### config.mk
export PLATFORM = sky130hd
export DESIGN_NAME = csatw_top
export DESIGN_NICKNAME = d
export VERILOG_FILES = /design/src/hdl/csatw_pkg.sv /design/src/hdl/csatw_clkdiv.sv /design/src/hdl/csatw_top.sv
export SDC_FILE = /design/constraint.sdc
export NUM_CORES = 2
export LEC_CHECK = 0
export BUFFER_PORTS_ARGS = -buffer_cell sky130_fd_sc_hd__clkbuf_2
export CORE_MARGIN = 2
export CORE_UTILIZATION = 40
export DETAILED_ROUTE_END_ITERATION = 12
export GPL_TIMING_DRIVEN = 0
export SYNTH_ARGS = -nofsm -noshare
export SYNTH_HDL_FRONTEND = slang
export SYNTH_SLANG_ARGS = --single-unit
### constraint.sdc
create_clock -name clk_sys -period 15.21 [get_ports clk_sys]
set_input_delay 3.042 -clock clk_sys [delete_from_list [all_inputs] [get_ports clk_sys]]
set_output_delay 3.042 -clock clk_sys [all_outputs]
set_load 0.005 [all_outputs]
### src/hdl/csatw_pkg.sv
// Purpose: Constants for the clock sources and tick counters block.
// Assumes: APB slave on clk_sys at 10 MHz; oscillator pins are asynchronous.
// Notes:   Summary of operation
// Summary of operation
// Central counter, 13 bits, counts 1 kHz edges.
// Central counter stops in hibernate or debug halt.
// Central counter gives periodic interrupts and wakeup.
// Firmware write clears the central counter.
// Fast counter, 5 bits, 100 kHz, programmable terminal.
// Fast counter returns to zero at terminal count.
// Fast counter interrupts at terminal only when enabled.
// Low-speed clocks offered at 1, 33, 100 kHz.
// Third-rate clock is 100 kHz divided by three.
// Multiplier reference: main osc, crystal, or interconnect.
// Multiplier lock within 250 us, readable status.
// Multiplier usable before lock; lock bit set after.
// Lock indication is routed out for interrupts.
// Input and feedback dividers give 4032 ratios.
// Firmware disables multiplier before low-power mode.
// Doubler makes 48 MHz from 24 MHz.
// Main oscillator frequency selects 3, 6, 12, 24 MHz.
// Processor clock divider has a 4-bit setting.
// Eight independently sourced 16-bit clock dividers.
// One-second interrupt from the 32.768 kHz watch crystal.
// Dividers divide by two or more, even duty; odd ratios stay high for the smaller half of the period.
// Processor divider is fed from the bus clock.
// Tick flags sticky until cleared, gated by enable.
// Multiplier configuration change clears lock until relocked.
package csatw_pkg;
  localparam int          CLK_MHZ      = 10;
  localparam int          LOCK_TIME_US = 250;
  localparam int          LOCK_CYC     = LOCK_TIME_US * CLK_MHZ;
  localparam logic [14:0] SEC_LAST     = 15'h7fff;
  localparam logic [1:0]  DIV3_LAST    = 2'h2;
  // Register byte offsets.
  localparam logic [7:0]  OFF_CTRL     = 8'h00;
  localparam logic [7:0]  OFF_PLLDIV   = 8'h04;
  localparam logic [7:0]  OFF_TICKCTL  = 8'h08;
  localparam logic [7:0]  OFF_FLAGS    = 8'h0c;
  localparam logic [7:0]  OFF_COUNT    = 8'h10;
  localparam logic [7:0]  OFF_BUSDIV   = 8'h14;
  localparam logic [7:0]  OFF_CPUDIV   = 8'h18;
  localparam logic [7:0]  OFF_DCLK0    = 8'h20;
  localparam logic [7:0]  OFF_DCLK7    = 8'h3c;
  // Field positions.
  localparam int          TC_CLEAR_BIT = 16;
  localparam int          FL_CTW       = 0;
  localparam int          FL_FTW       = 1;
  localparam int          FL_SEC       = 2;
  localparam int          PIN_1K       = 0;
  localparam int          PIN_100K     = 1;
  localparam int          PIN_WATCH    = 2;
  localparam int          PIN_DSI      = 3;
  localparam int          PIN_XTAL     = 4;
  // Reset values.
  localparam logic [4:0]  RST_FTW_TC   = 5'h1f;
  localparam logic [3:0]  RST_CTW_SEL  = 4'h9;
  localparam logic [5:0]  RST_PLL_P    = 6'h01;
  localparam logic [5:0]  RST_PLL_Q    = 6'h08;
  localparam logic [15:0] RST_BUS_DIV  = 16'h0002;
  localparam logic [3:0]  RST_CPU_DIV  = 4'h2;
  localparam logic [15:0] RST_DCLK_DIV = 16'h0002;
endpackage : csatw_pkg

### src/hdl/csatw_clkdiv.sv
// Purpose: One clock divider, resynchronised to the master clock.
// Assumes: src_tick is a one-cycle enable on clk_sys.
// Notes:   A setting below two divides by two.
`timescale 1ns/1ns
module csatw_clkdiv #(
  parameter int W = 16
) (
  input  wire logic         clk_sys,  // Master clock
  input  wire logic         sys_rst,  // Async reset, high
  input  wire logic         src_tick, // Source edge enable
  input  wire logic [W-1:0] div,      // Divide ratio
  output logic              clk_out,  // Divided level
  output logic              tick      // Rising edge pulse
);
  typedef struct packed {
    logic [W-1:0] cnt;
    logic         lvl;
    logic         pls;
  } csatw_div_t;

  csatw_div_t st;
  csatw_div_t next_st;
  logic [W-1:0] eff;

  always_comb begin
    eff = (div < W'(2)) ? W'(2) : div;
    next_st = st;
    next_st.pls = 1'b0;
    if (src_tick) begin
      if (st.cnt >= eff - W'(1)) begin
        next_st.cnt = '0;
        next_st.pls = 1'b1;
      end else begin
        next_st.cnt = st.cnt + W'(1);
      end
      next_st.lvl = (next_st.cnt < (eff >> 1));
    end
  end

  always_ff @(posedge clk_sys or posedge sys_rst) begin
    if (sys_rst) begin
      st <= '0;
    end else begin
      st <= next_st;
    end
  end

  assign clk_out = st.lvl;
  assign tick    = st.pls;
endmodule : csatw_clkdiv

### src/hdl/csatw_top.sv
// Purpose: Clock source selection, dividers and tick counters with APB.
// Assumes: Oscillator pins are asynchronous; mode inputs are on clk_sys.
// Notes:   Multiplier lock is timed digitally from enable or reconfiguration.
//
// Design decisions made here: the register addresses and the APB interface to the registers.
`timescale 1ns/1ns
module csatw_top
  import csatw_pkg::*;
(
  input  wire logic        clk_sys,         // Master clock 10 MHz
  input  wire logic        sys_rst,         // Async reset, high
  input  wire logic        psel,            // APB select
  input  wire logic        penable,         // APB enable
  input  wire logic        pwrite,          // APB write
  input  wire logic [7:0]  paddr,           // APB byte address
  input  wire logic [31:0] pwdata,          // APB write data
  output logic [31:0]      prdata,          // APB read data
  output logic             pready,          // APB ready
  output logic             pslverr,         // APB error
  input  wire logic        slow_osc_1k,     // 1 kHz oscillator pin
  input  wire logic        fast_osc_100k,   // 100 kHz oscillator pin
  input  wire logic        watch_xtal_osc,  // 32.768 kHz crystal pin
  input  wire logic        dsi_clk,         // Interconnect clock pin
  input  wire logic        fast_crystal_osc,// Fast crystal pin
  input  wire logic        hibernate,       // Hibernate mode
  input  wire logic        debug_halt,      // CPU halted by debug
  output logic             pll_en,          // Multiplier enable
  output logic [1:0]       pll_ref,         // Multiplier reference select
  output logic [5:0]       pll_p,           // Multiplier input divider
  output logic [5:0]       pll_q,           // Multiplier feedback divider
  output logic             pll_lock_out,    // Lock to interconnect
  output logic [1:0]       imo_freq,        // Main osc frequency select
  output logic             dbl_en,          // Doubler enable
  output logic [1:0]       dbl_src,         // Doubler source select
  output logic             slow_tick_clock, // 1 kHz edge pulse
  output logic             fast_low_power_clock, // 100 kHz edge pulse
  output logic             third_rate_clock,// 33 kHz pulse
  output logic             ctw_irq,         // Central counter irq
  output logic             ftw_irq,         // Fast counter irq
  output logic             sec_irq,         // One-second irq
  output logic             wake,            // Wake pulse
  output logic             bus_clk,         // Bus clock level
  output logic             cpu_clk,         // Processor clock level
  output logic [7:0]       dclk             // Digital clocks
);
  typedef struct packed {
    logic [4:0]       s1;
    logic [4:0]       s2;
    logic [4:0]       s3;
    logic             pll_en;
    logic [1:0]       pll_ref;
    logic [5:0]       pll_p;
    logic [5:0]       pll_q;
    logic [11:0]      lock_cnt;
    logic             locked;
    logic [1:0]       imo_freq;
    logic             dbl_en;
    logic [1:0]       dbl_src;
    logic             ctw_ie;
    logic             ftw_ie;
    logic             sec_ie;
    logic             wake_en;
    logic [3:0]       ctw_sel;
    logic [4:0]       ftw_tc;
    logic [2:0]       flags;
    logic [12:0]      central_tick_counter;
    logic [4:0]       ftw;
    logic [1:0]       div3;
    logic [14:0]      sec_cnt;
    logic             slow_t;
    logic             fast_t;
    logic             third_t;
    logic             wake;
    logic [2:0]       irq;
    logic [15:0]      bus_div;
    logic [3:0]       cpu_div;
    logic [7:0][15:0] dc_div;
    logic [7:0][2:0]  dc_src;
    logic             pready;
    logic             pslverr;
    logic [31:0]      prdata;
  } csatw_state_t;

  localparam logic [11:0] LOCK_LAST = 12'(LOCK_CYC - 1);

  csatw_state_t st;
  csatw_state_t next_st;
  logic [4:0]   rise;
  logic         wr;
  logic         cfg_chg;
  logic         ctw_clr;
  logic         ctw_adv;
  logic         bus_tick;
  logic [7:0]   srcv;
  logic [2:0]   fset;

  function automatic logic dclk_hit(input logic [7:0] a);
    dclk_hit = (a >= OFF_DCLK0) && (a <= OFF_DCLK7) && (a[1:0] == 2'h0);
  endfunction : dclk_hit

  function automatic logic [12:0] csatw_pmask(input logic [3:0] sel);
    logic [3:0] s;
    s = (sel > 4'hc) ? 4'hc : sel;
    csatw_pmask = 13'h1fff >> (4'hc - s);
  endfunction : csatw_pmask

  // Edges are detected only past the second synchroniser stage.
  assign rise    = st.s2 & ~st.s3;
  assign wr      = psel & penable & st.pready & pwrite & ~st.pslverr;
  assign ctw_clr = wr && paddr == OFF_TICKCTL && pwdata[TC_CLEAR_BIT];
  assign cfg_chg = wr && ((paddr == OFF_CTRL && pwdata[2:1] != st.pll_ref)
                   || (paddr == OFF_PLLDIV
                       && {pwdata[13:8], pwdata[5:0]} != {st.pll_q, st.pll_p}));
  assign ctw_adv = rise[PIN_1K] & ~hibernate & ~debug_halt;
  assign srcv    = {rise[PIN_XTAL], bus_tick, rise[PIN_DSI], rise[PIN_WATCH],
                    st.slow_t, st.third_t, st.fast_t, 1'b1};

  always_comb begin
    next_st = st;
    fset    = 3'h0;
    next_st.s1 = {fast_crystal_osc, dsi_clk, watch_xtal_osc,
                  fast_osc_100k, slow_osc_1k};
    next_st.s2 = st.s1;
    next_st.s3 = st.s2;
    next_st.slow_t = rise[PIN_1K];
    next_st.fast_t = rise[PIN_100K];
    next_st.third_t = 1'b0;
    next_st.wake = 1'b0;

    // Central counter.
    if (ctw_clr) begin
      next_st.central_tick_counter = 13'h0000;
    end else if (ctw_adv) begin
      next_st.central_tick_counter = st.central_tick_counter + 13'h0001;
      if ((next_st.central_tick_counter & csatw_pmask(st.ctw_sel)) == 13'h0000) begin
        fset[FL_CTW] = st.ctw_ie;
        next_st.wake = st.wake_en;
      end
    end

    // Fast counter and the divide-by-three.
    if (rise[PIN_100K]) begin
      if (st.ftw == st.ftw_tc) begin
        next_st.ftw = 5'h00;
        fset[FL_FTW] = st.ftw_ie;
      end else begin
        next_st.ftw = st.ftw + 5'h01;
      end
      if (st.div3 == DIV3_LAST) begin
        next_st.div3 = 2'h0;
        next_st.third_t = 1'b1;
      end else begin
        next_st.div3 = st.div3 + 2'h1;
      end
    end

    // One-second tick from the watch crystal.
    if (rise[PIN_WATCH]) begin
      if (st.sec_cnt == SEC_LAST) begin
        next_st.sec_cnt = 15'h0000;
        fset[FL_SEC] = st.sec_ie;
      end else begin
        next_st.sec_cnt = st.sec_cnt + 15'h0001;
      end
    end

    // Lock timing; output stays usable, only the status waits.
    if (!st.pll_en || cfg_chg) begin
      next_st.lock_cnt = 12'h000;
      next_st.locked = 1'b0;
    end else if (!st.locked) begin
      if (st.lock_cnt == LOCK_LAST) begin
        next_st.locked = 1'b1;
      end else begin
        next_st.lock_cnt = st.lock_cnt + 12'h001;
      end
    end

    // APB: answer one cycle into the access phase.
    next_st.pready = psel & penable & ~st.pready;
    next_st.pslverr = 1'b0;
    next_st.prdata = 32'h0000_0000;
    if (psel & penable & ~st.pready) begin
      if (paddr == OFF_CTRL) begin
        next_st.prdata = {24'h0, st.dbl_src, st.dbl_en, st.imo_freq,
                          st.pll_ref, st.pll_en};
      end else if (paddr == OFF_PLLDIV) begin
        next_st.prdata = {15'h0, st.locked, 2'h0, st.pll_q, 2'h0, st.pll_p};
      end else if (paddr == OFF_TICKCTL) begin
        next_st.prdata = {19'h0, st.ftw_tc, st.ctw_sel, st.wake_en,
                          st.sec_ie, st.ftw_ie, st.ctw_ie};
      end else if (paddr == OFF_FLAGS) begin
        next_st.prdata = {29'h0, st.flags};
      end else if (paddr == OFF_COUNT) begin
        next_st.prdata = {11'h0, st.ftw, 3'h0, st.central_tick_counter};
      end else if (paddr == OFF_BUSDIV) begin
        next_st.prdata = {16'h0, st.bus_div};
      end else if (paddr == OFF_CPUDIV) begin
        next_st.prdata = {28'h0, st.cpu_div};
      end else if (dclk_hit(paddr)) begin
        next_st.prdata = {13'h0, st.dc_src[paddr[4:2]], st.dc_div[paddr[4:2]]};
      end else begin
        next_st.pslverr = 1'b1;
      end
    end

    if (wr) begin
      if (paddr == OFF_CTRL) begin
        next_st.pll_en = pwdata[0];
        next_st.pll_ref = pwdata[2:1];
        next_st.imo_freq = pwdata[4:3];
        next_st.dbl_en = pwdata[5];
        next_st.dbl_src = pwdata[7:6];
      end else if (paddr == OFF_PLLDIV) begin
        next_st.pll_p = pwdata[5:0];
        next_st.pll_q = pwdata[13:8];
      end else if (paddr == OFF_TICKCTL) begin
        next_st.ctw_ie = pwdata[0];
        next_st.ftw_ie = pwdata[1];
        next_st.sec_ie = pwdata[2];
        next_st.wake_en = pwdata[3];
        next_st.ctw_sel = pwdata[7:4];
        next_st.ftw_tc = pwdata[12:8];
      end else if (paddr == OFF_BUSDIV) begin
        next_st.bus_div = pwdata[15:0];
      end else if (paddr == OFF_CPUDIV) begin
        next_st.cpu_div = pwdata[3:0];
      end else if (dclk_hit(paddr)) begin
        next_st.dc_div[paddr[4:2]] = pwdata[15:0];
        next_st.dc_src[paddr[4:2]] = pwdata[18:16];
      end
    end

    // A new event beats a write-one clear in the same cycle.
    if (wr && paddr == OFF_FLAGS) begin
      next_st.flags = (st.flags & ~pwdata[2:0]) | fset;
    end else begin
      next_st.flags = st.flags | fset;
    end
    // Masking before the register keeps each interrupt output straight from a flop.
    next_st.irq = next_st.flags & {next_st.sec_ie, next_st.ftw_ie, next_st.ctw_ie};
  end

  always_ff @(posedge clk_sys or posedge sys_rst) begin
    if (sys_rst) begin
      st <= '0;
      st.ftw_tc <= RST_FTW_TC;
      st.ctw_sel <= RST_CTW_SEL;
      st.pll_p <= RST_PLL_P;
      st.pll_q <= RST_PLL_Q;
      st.bus_div <= RST_BUS_DIV;
      st.cpu_div <= RST_CPU_DIV;
      for (int i = 0; i < 8; i++) begin
        st.dc_div[i] <= RST_DCLK_DIV;
      end
    end else begin
      st <= next_st;
    end
  end

  csatw_clkdiv #(.W(16)) u_bus (
    .clk_sys  (clk_sys),
    .sys_rst  (sys_rst),
    .src_tick (1'b1),
    .div      (st.bus_div),
    .clk_out  (bus_clk),
    .tick     (bus_tick)
  );

  // The processor clock is taken from bus clock edges, never the master.
  csatw_clkdiv #(.W(4)) u_cpu (
    .clk_sys  (clk_sys),
    .sys_rst  (sys_rst),
    .src_tick (bus_tick),
    .div      (st.cpu_div),
    .clk_out  (cpu_clk),
    .tick     ()
  );

  generate
    for (genvar g = 0; g < 8; g++) begin : g_dclk
      csatw_clkdiv #(.W(16)) u_dclk (
        .clk_sys  (clk_sys),
        .sys_rst  (sys_rst),
        .src_tick (srcv[st.dc_src[g]]),
        .div      (st.dc_div[g]),
        .clk_out  (dclk[g]),
        .tick     ()
      );
    end
  endgenerate

  assign prdata       = st.prdata;
  assign pready       = st.pready;
  assign pslverr      = st.pslverr;
  assign pll_en       = st.pll_en;
  assign pll_ref      = st.pll_ref;
  assign pll_p        = st.pll_p;
  assign pll_q        = st.pll_q;
  assign pll_lock_out = st.locked;
  assign imo_freq     = st.imo_freq;
  assign dbl_en       = st.dbl_en;
  assign dbl_src      = st.dbl_src;
  assign slow_tick_clock      = st.slow_t;
  assign fast_low_power_clock = st.fast_t;
  assign third_rate_clock     = st.third_t;
  assign ctw_irq = st.irq[FL_CTW];
  assign ftw_irq = st.irq[FL_FTW];
  assign sec_irq = st.irq[FL_SEC];
  assign wake    = st.wake;
endmodule : csatw_top

======== Word level (Yosys, flattened, before mapping) ========
Cells that the tools add are included.
cells by class
  add/subtract/negate cells ............... 26
  $mul .................................... 0
  div/mod/pow operators ................... 0
  magnitude comparators ................... 43
  equality and inequality tests ........... 14
  shifts and indexed selects .............. 1
  multiplexer cells ....................... 100
  bitwise gates (word level) .............. 24
  reduce and logical (&&, ||, !) cells .... 23
operators by type and width
  operator                                                                number
  16-bit 2-to-1 mux                                                       28
  16-bit by 1-bit adder with 16-bit output (second input constant)        9
  16-bit greater-or-equal comparator                                      9
  16-bit by 15-bit < comparator with 1-bit output                         9
  16-bit by 2-bit < comparator with 1-bit output (second input constant)  9
  16-bit by 1-bit subtractor with 16-bit output (second input constant)   9
  128-bit bitwise mux                                                     1
  21-bit 2-to-1 mux                                                       5
  13-bit 2-to-1 mux                                                       8
  19-bit 2-to-1 mux                                                       3
  16-bit binary-select mux with 3-bit select                              1
  16-bit demux with 3-bit select                                          1
  3-bit by 4-bit < comparator with 1-bit output (second input constant)   9
  33-bit 2-to-1 mux                                                       1
  1-bit 2-to-1 mux                                                        30
  1-bit binary-select mux with 3-bit select                               8
  24-bit bitwise mux                                                      1
  8-bit by 5-bit == test with 1-bit output (second input constant)        3
  8-bit by 4-bit == test with 1-bit output (second input constant)        2
  4-bit 2-to-1 mux                                                        4
  15-bit by 1-bit adder with 15-bit output (second input constant)        1
  15-bit == test (second input constant)                                  1
  15-bit 2-to-1 mux                                                       1
  13-bit by 1-bit adder with 13-bit output (second input constant)        1
  other kinds (49)                                                        77
word-level totals
  bits in registers ....................... 471
  bits in latches ......................... 0
  bits in writable memories ............... 0
  ROM bits ................................ 0
  input bits .............................. 52
  output and inout port bits .............. 72
  memories ................................ 0

======== Depth between registers and ports, before layout ========
  depth in word-level cells ............... 12
  depth in mapped cells ................... 26
  mapped depth without buffers ............ 25

======== Hierarchy ========
Synthesis repeated with hierarchy kept, for this count alone.
unflattened totals
  cells, all modules ...................... 3,740
  area, all modules ....................... 35,271.3 µm²
by module, submodules not included
  module                               instances  cells each  area each (µm²)  sequential area each (µm²)
  csatw_top                            1          1,232       14,974.4         7,556.0
  csatw_clkdiv (g_dclk[2].u_dclk ...)  6          273         2,192.1          450.4
  csatw_clkdiv (g_dclk[0].u_dclk ...)  2          268         2,205.9          450.4
  csatw_clkdiv (g_dclk[1].u_dclk)      1          275         2,209.6          450.4
  csatw_clkdiv (u_cpu)                 1          59          523.0            150.1

======== Worst setup path before layout ========
No wires, ideal clock.
  path type ............................... flip-flop to flip-flop
  from .................................... reg st[115] in the netlist's numbering
  to ...................................... reg g_dclk[3].u_dclk.st (netlist bit g_dclk[3].u_dclk.clk_out)
  arrival time ............................ 5.829 ns
  required time ........................... 15.090 ns
  path slack .............................. 9.260 ns
  stages on the path, launching flop included .. 25
  path through ............................ dfrtp_1 -> or4_1 -> or3_1 -> or3_4 -> o31ai_1 -> ha_1 -> nand4_1 -> nor3_1 -> nand2_1 -> nor4_1 -> xnor2_1 -> ha_1 -> nand4_1 -> nor2_1 -> nand2_1 -> o211ai_1 -> clkbuf_1 -> clkbuf_1 -> nor2_1 -> ha_1 -> nand4_1 -> or2_2 -> a2111oi_0 -> a32oi_1 -> o211a_1
on the way
  word-level cells in the longest chain between the ends .. 7
ends and longest elaborated chain
  item                                                 line                text
  start, declared                                      csatw_top.sv:86     csatw_state_t st;
  start signal, assigned                               csatw_top.sv:257    st <= next_st;
  16-bit by 2-bit < comparator with 1-bit output       csatw_clkdiv.sv:26  eff = (div < W'(2)) ? W'(2) : div;
  16-bit 2-to-1 mux (*)                                csatw_clkdiv.sv:26
  16-bit by 1-bit subtractor with 16-bit output        csatw_clkdiv.sv:30  if (st.cnt >= eff - W'(1)) begin
  16-bit greater-or-equal comparator                   csatw_clkdiv.sv:30
  16-bit 2-to-1 mux                                    csatw_clkdiv.sv:30
  16-bit 2-to-1 mux                                    csatw_clkdiv.sv:29  if (src_tick) begin
  16-bit by 15-bit < comparator with 1-bit output (*)  csatw_clkdiv.sv:36  next_st.lvl = (next_st.cnt < (eff >> 1));
  end signal, assigned                                 csatw_clkdiv.sv:44  st <= next_st;
  end, declared                                        csatw_clkdiv.sv:21  csatw_div_t st;
Mark *: on every way between the ends. The rest lies on a longest branch, timed or not. The select of a mux whose other input is x is not followed.
A chain may end at the register's enable or synchronous reset.

======== Final worst setup path ========
  from .................................... reg st[116] in the netlist's numbering
  to ...................................... reg g_dclk[3].u_dclk.st (netlist bit g_dclk[3].u_dclk.clk_out)
Same word-level chain as after synthesis.

==> metrics.md <==
| Metric | Value |
|---|---|
| Status | `completed` |
| Final-report setup violation count | `0` |
| RSZ-0062 raised after global routing | `false` |
| Worst path setup slack after routing | `about 8.2 ns` |
| Setup TNS | `0 ns` |
| Clock transition at path regs | `0.06 ns` |
| Most Frequent Cell on Critical Path | `ha_1` |
| CTS sink count | `460` |
| Slowest cell on crit path | `or4_1` |
| Net switching power | `1290 uW` |
| Worst hold path class | `reg -> reg` |
| Largest net degree at the start of global routing | `41` |
| # fillers | `7583` |
| Worst-Margin Slew | `1.13 ns` |
| Max Freq | `0.142 GHz` |
| Crit end category | `flop` |
| Logic pwr share | `0.271` |
| IO buf count | `95` |
| # rows | `between 100 and 150` |
| Detailed Routing Iterations Pass 1 | `6` |
| Die H | `287 um` |
| Crit-path max FO | `10` |
| Avg Synthesized Cell Area | `slightly below 10 um^2` |
| Layout Utilization | `0.455` |
| P per Cell Area | `106 mW/mm^2` |
| Gr ovfl total | `0` |
| Die span in x | `287 um` |
| Fin nets | `3852` |
| Most used flip-flop cell after synthesis | `dfrtp_1` |
| Detail Route Antenna Nets | `0` |
| Root Buffer | `clkbuf_16` |
| Global-route wire length before repair | `146 mm` |
| Multi-input gate area in the final layout | `around 0.019 mm^2` |
| Period minus WS final | `approximately 7 ns` |
| WL per Instance | `roughly 20 um` |
| Die ar. | `0.0825 mm^2` |
| Mapped cell area | `0.0321 mm^2` |
| Number of synthesized register bits | `460` |
| Area grow syn2layout | `12.4%` |
| Synth Instances | `3324` |
| Internal power | `between 2000 and 3000 uW` |
| Post-synth cell types | `81` |
| CTS H-tree lvls | `2` |
| Global placer's final weighted congestion | `0.939` |
| Worst Path Required | `15.73 ns` |
| Period utilization | `0.462` |
| WHS | `0.346 ns` |
| Routed WL | `92.7 mm` |
| Asr flop ratio synth | `1.00` |
| Switch share | `0.336` |
| CTS Hold Buffers Added | `0` |
| Dpl ws | `8.23 ns` |
| Final hold vios | `0` |
| Vias | `25.6k` |
| TritonCTS clock tree | `built` |
| Vias per cell | `5.58` |
| Core Area | `0.0793 mm^2` |
| Peak VDD IR | `0.000102 V` |
| Max cap viols | `0` |
| Leak pwr | `0.0166 uW` |
| CP peak stage delay | `0.57 ns` |
| Ordered list of cells on the worst path | `or4_1 -> or3_1 -> or3_4 -> o31ai_1 -> ha_1 -> nand4_1 -> nor3_1 -> nand2_1 -> nor4_1 -> xnor2_1 -> ha_1 -> nand4_1 -> nor2_1 -> nand2_1 -> o211ai_1 -> clkbuf_1 -> clkbuf_1 -> nor2_1 -> ha_1 -> nand3_1 -> or2_2 -> a2111oi_0 -> a32oi_1 -> o211a_1` |
| Slew margin rel. | `0.247` |
| Setup bufs post-CTS | `0` |
| Post-synth EDFFs | `0` |
| Number of CTS-inserted buffers | `53` |
| Vias in the first global route | `24.8k` |
| Synth Warn # | `0` |
| Arrival time worst endpoint | `between 7 and 8 ns` |
| Resized Gates After CTS | `0` |
| Global-route usage over all layers | `0.225` |
| Count leader, synth | `dfrtp_1` |
| Crit Path Class | `reg -> reg` |
| FF+latch area | `0.0115 mm^2` |
| Starting Density | `0.405` |
| Top cells by area, synth | `dfrtp_1 34%, ha_1 12%, mux2_2 8.1%` |
| Register area share after synthesis | `0.359` |
| Post-DP HPWL | `around 72 mm` |
| Clock tree buffer depth | `3` |
| Layout cells sized above 1 | `0.174` |
| Final Slew Violations | `0` |
| Post-synth top cells | `441 x dfrtp_1, 312 x nor2_1, 303 x ha_1` |
| Worst-Skew Late Latency | `~0.67 ns` |
| DR iter-0 viols | `1947` |
| DRC viols | `0` |
| Clk pwr share | `0.361` |
| Initial antenna violation count | `8` |
| Setup crit start kind | `flop` |
| Reg power frac | `0.368` |
| Skew final | `0.0586 ns` |
| Yosys top cell area share | `0.344` |
| I/O pins | `124` |
| Post-synth top area cell | `dfrtp_1` |
## path summary, 6_finish.rpt
kind                       cells past startpoint                   start  slack (ns)                              endpoint
max                                           24     st[116]$_DFFE_PP0P_        8.18  g_dclk[3].u_dclk.clk_out$_DFFE_PP0P_
min                                            0  next_st[303]$_DFF_PP0_        0.35                next_st[298]$_DFF_PP0_
max reg2reg                                   24     st[116]$_DFFE_PP0P_        8.18  g_dclk[3].u_dclk.clk_out$_DFFE_PP0P_
min reg2reg                                    0  next_st[303]$_DFF_PP0_        0.35                next_st[298]$_DFF_PP0_
max in group asynchronous                      7                 sys_rst       10.88                  pll_p[0]$_DFFE_PP1P_
min in group asynchronous                      2                 sys_rst        2.57    g_dclk[4].u_dclk.st[7]$_DFFE_PP0P_
## per-layer routing
layer  global-route usage  share of wire
met5                    0        0.00024
met4               0.0716          0.033
met3               0.0294          0.059
met2                0.346           0.44
met1                0.327           0.47
## per-stage QoR
stage | instance area, um^2 | cells | power [uW]
final | 36100 | 4592 | 3840
after global routing | 36100 | 4592 | 4080
after CTS | 36100 | 4591 | 3880
after detailed placement | 34200 | 4492 | 2480
after global placement | 33900 | 4479 | 2460
after floorplan | 32100 | 3334 | 2170
## critical path: cells and delay by family (launching register included)
family          cells  cell delay, ns
simple gates       13            3.08
xor+xnor            1            0.11
flops               1            0.49
buf+inv             2            0.86
fa+ha+maj           3            0.85
compound gates      5            1.52
## cells in the final DEF, fill, tap and decap left out, types with 67 or more instances in the layout
master / count
nand4_1: 84
xor2_1: 94
o21ai_0: 93
nor2_1: 312
mux2_2: 230
clkbuf_1: 88
ha_1: 303
nand3_1: 104
dfrtp_1: 441
o31ai_1: 83
a21o_1: 67
nor3_1: 75
clkbuf_2: 95
inv_1: 183
a21oi_1: 140
nand2_1: 280
xnor2_1: 209
## kinds of logic after synthesis
family	after synthesis	share of synthesized area
compound gates	526	0.109
xor+xnor	303	0.0827
fa+ha+maj	303	0.118
buf+inv	358	0.0498
flops	460	0.359
mux	294	0.119
other cells	1	0.000117
simple gates	1079	0.163
## state kept, by name, indices dropped and copies added, names as in the netlist, 2 cells and up
register               count
g_dclk.u_dclk.st         128
g_dclk.u_dclk.clk_out      8
u_bus.st                  16
u_cpu.st                   4
prdata                    21
pll_ref                    2
dbl_src                    2
next_st                   10
st                       240
pll_p                      6
pll_q                      6
imo_freq                   2
## area by class of cell
type,instances,share of cell area
diodes,1,0.0000693
plain buffers,174,0.0252
clock buffers,76,0.0422
clock inverters,23,0.0104
inverters,184,0.0192
multi-input cells,2516,0.527
flip-flops and latches,460,0.320
well taps,1050,0.0364
repair buffers,108,0.0204
## power groups by stage
stage	Combinational, uW	Clock, uW	Sequential (uW)
2_1_floorplan	772	0	1390
3_5_place_dp	1050	0	1430
3_3_place_gp	1020	0	1430
5_1_grt	1190	1460	1430
4_1_cts	1050	1410	1410
6_report	1040	1390	1410
Power figures use the tool's default switching activity.
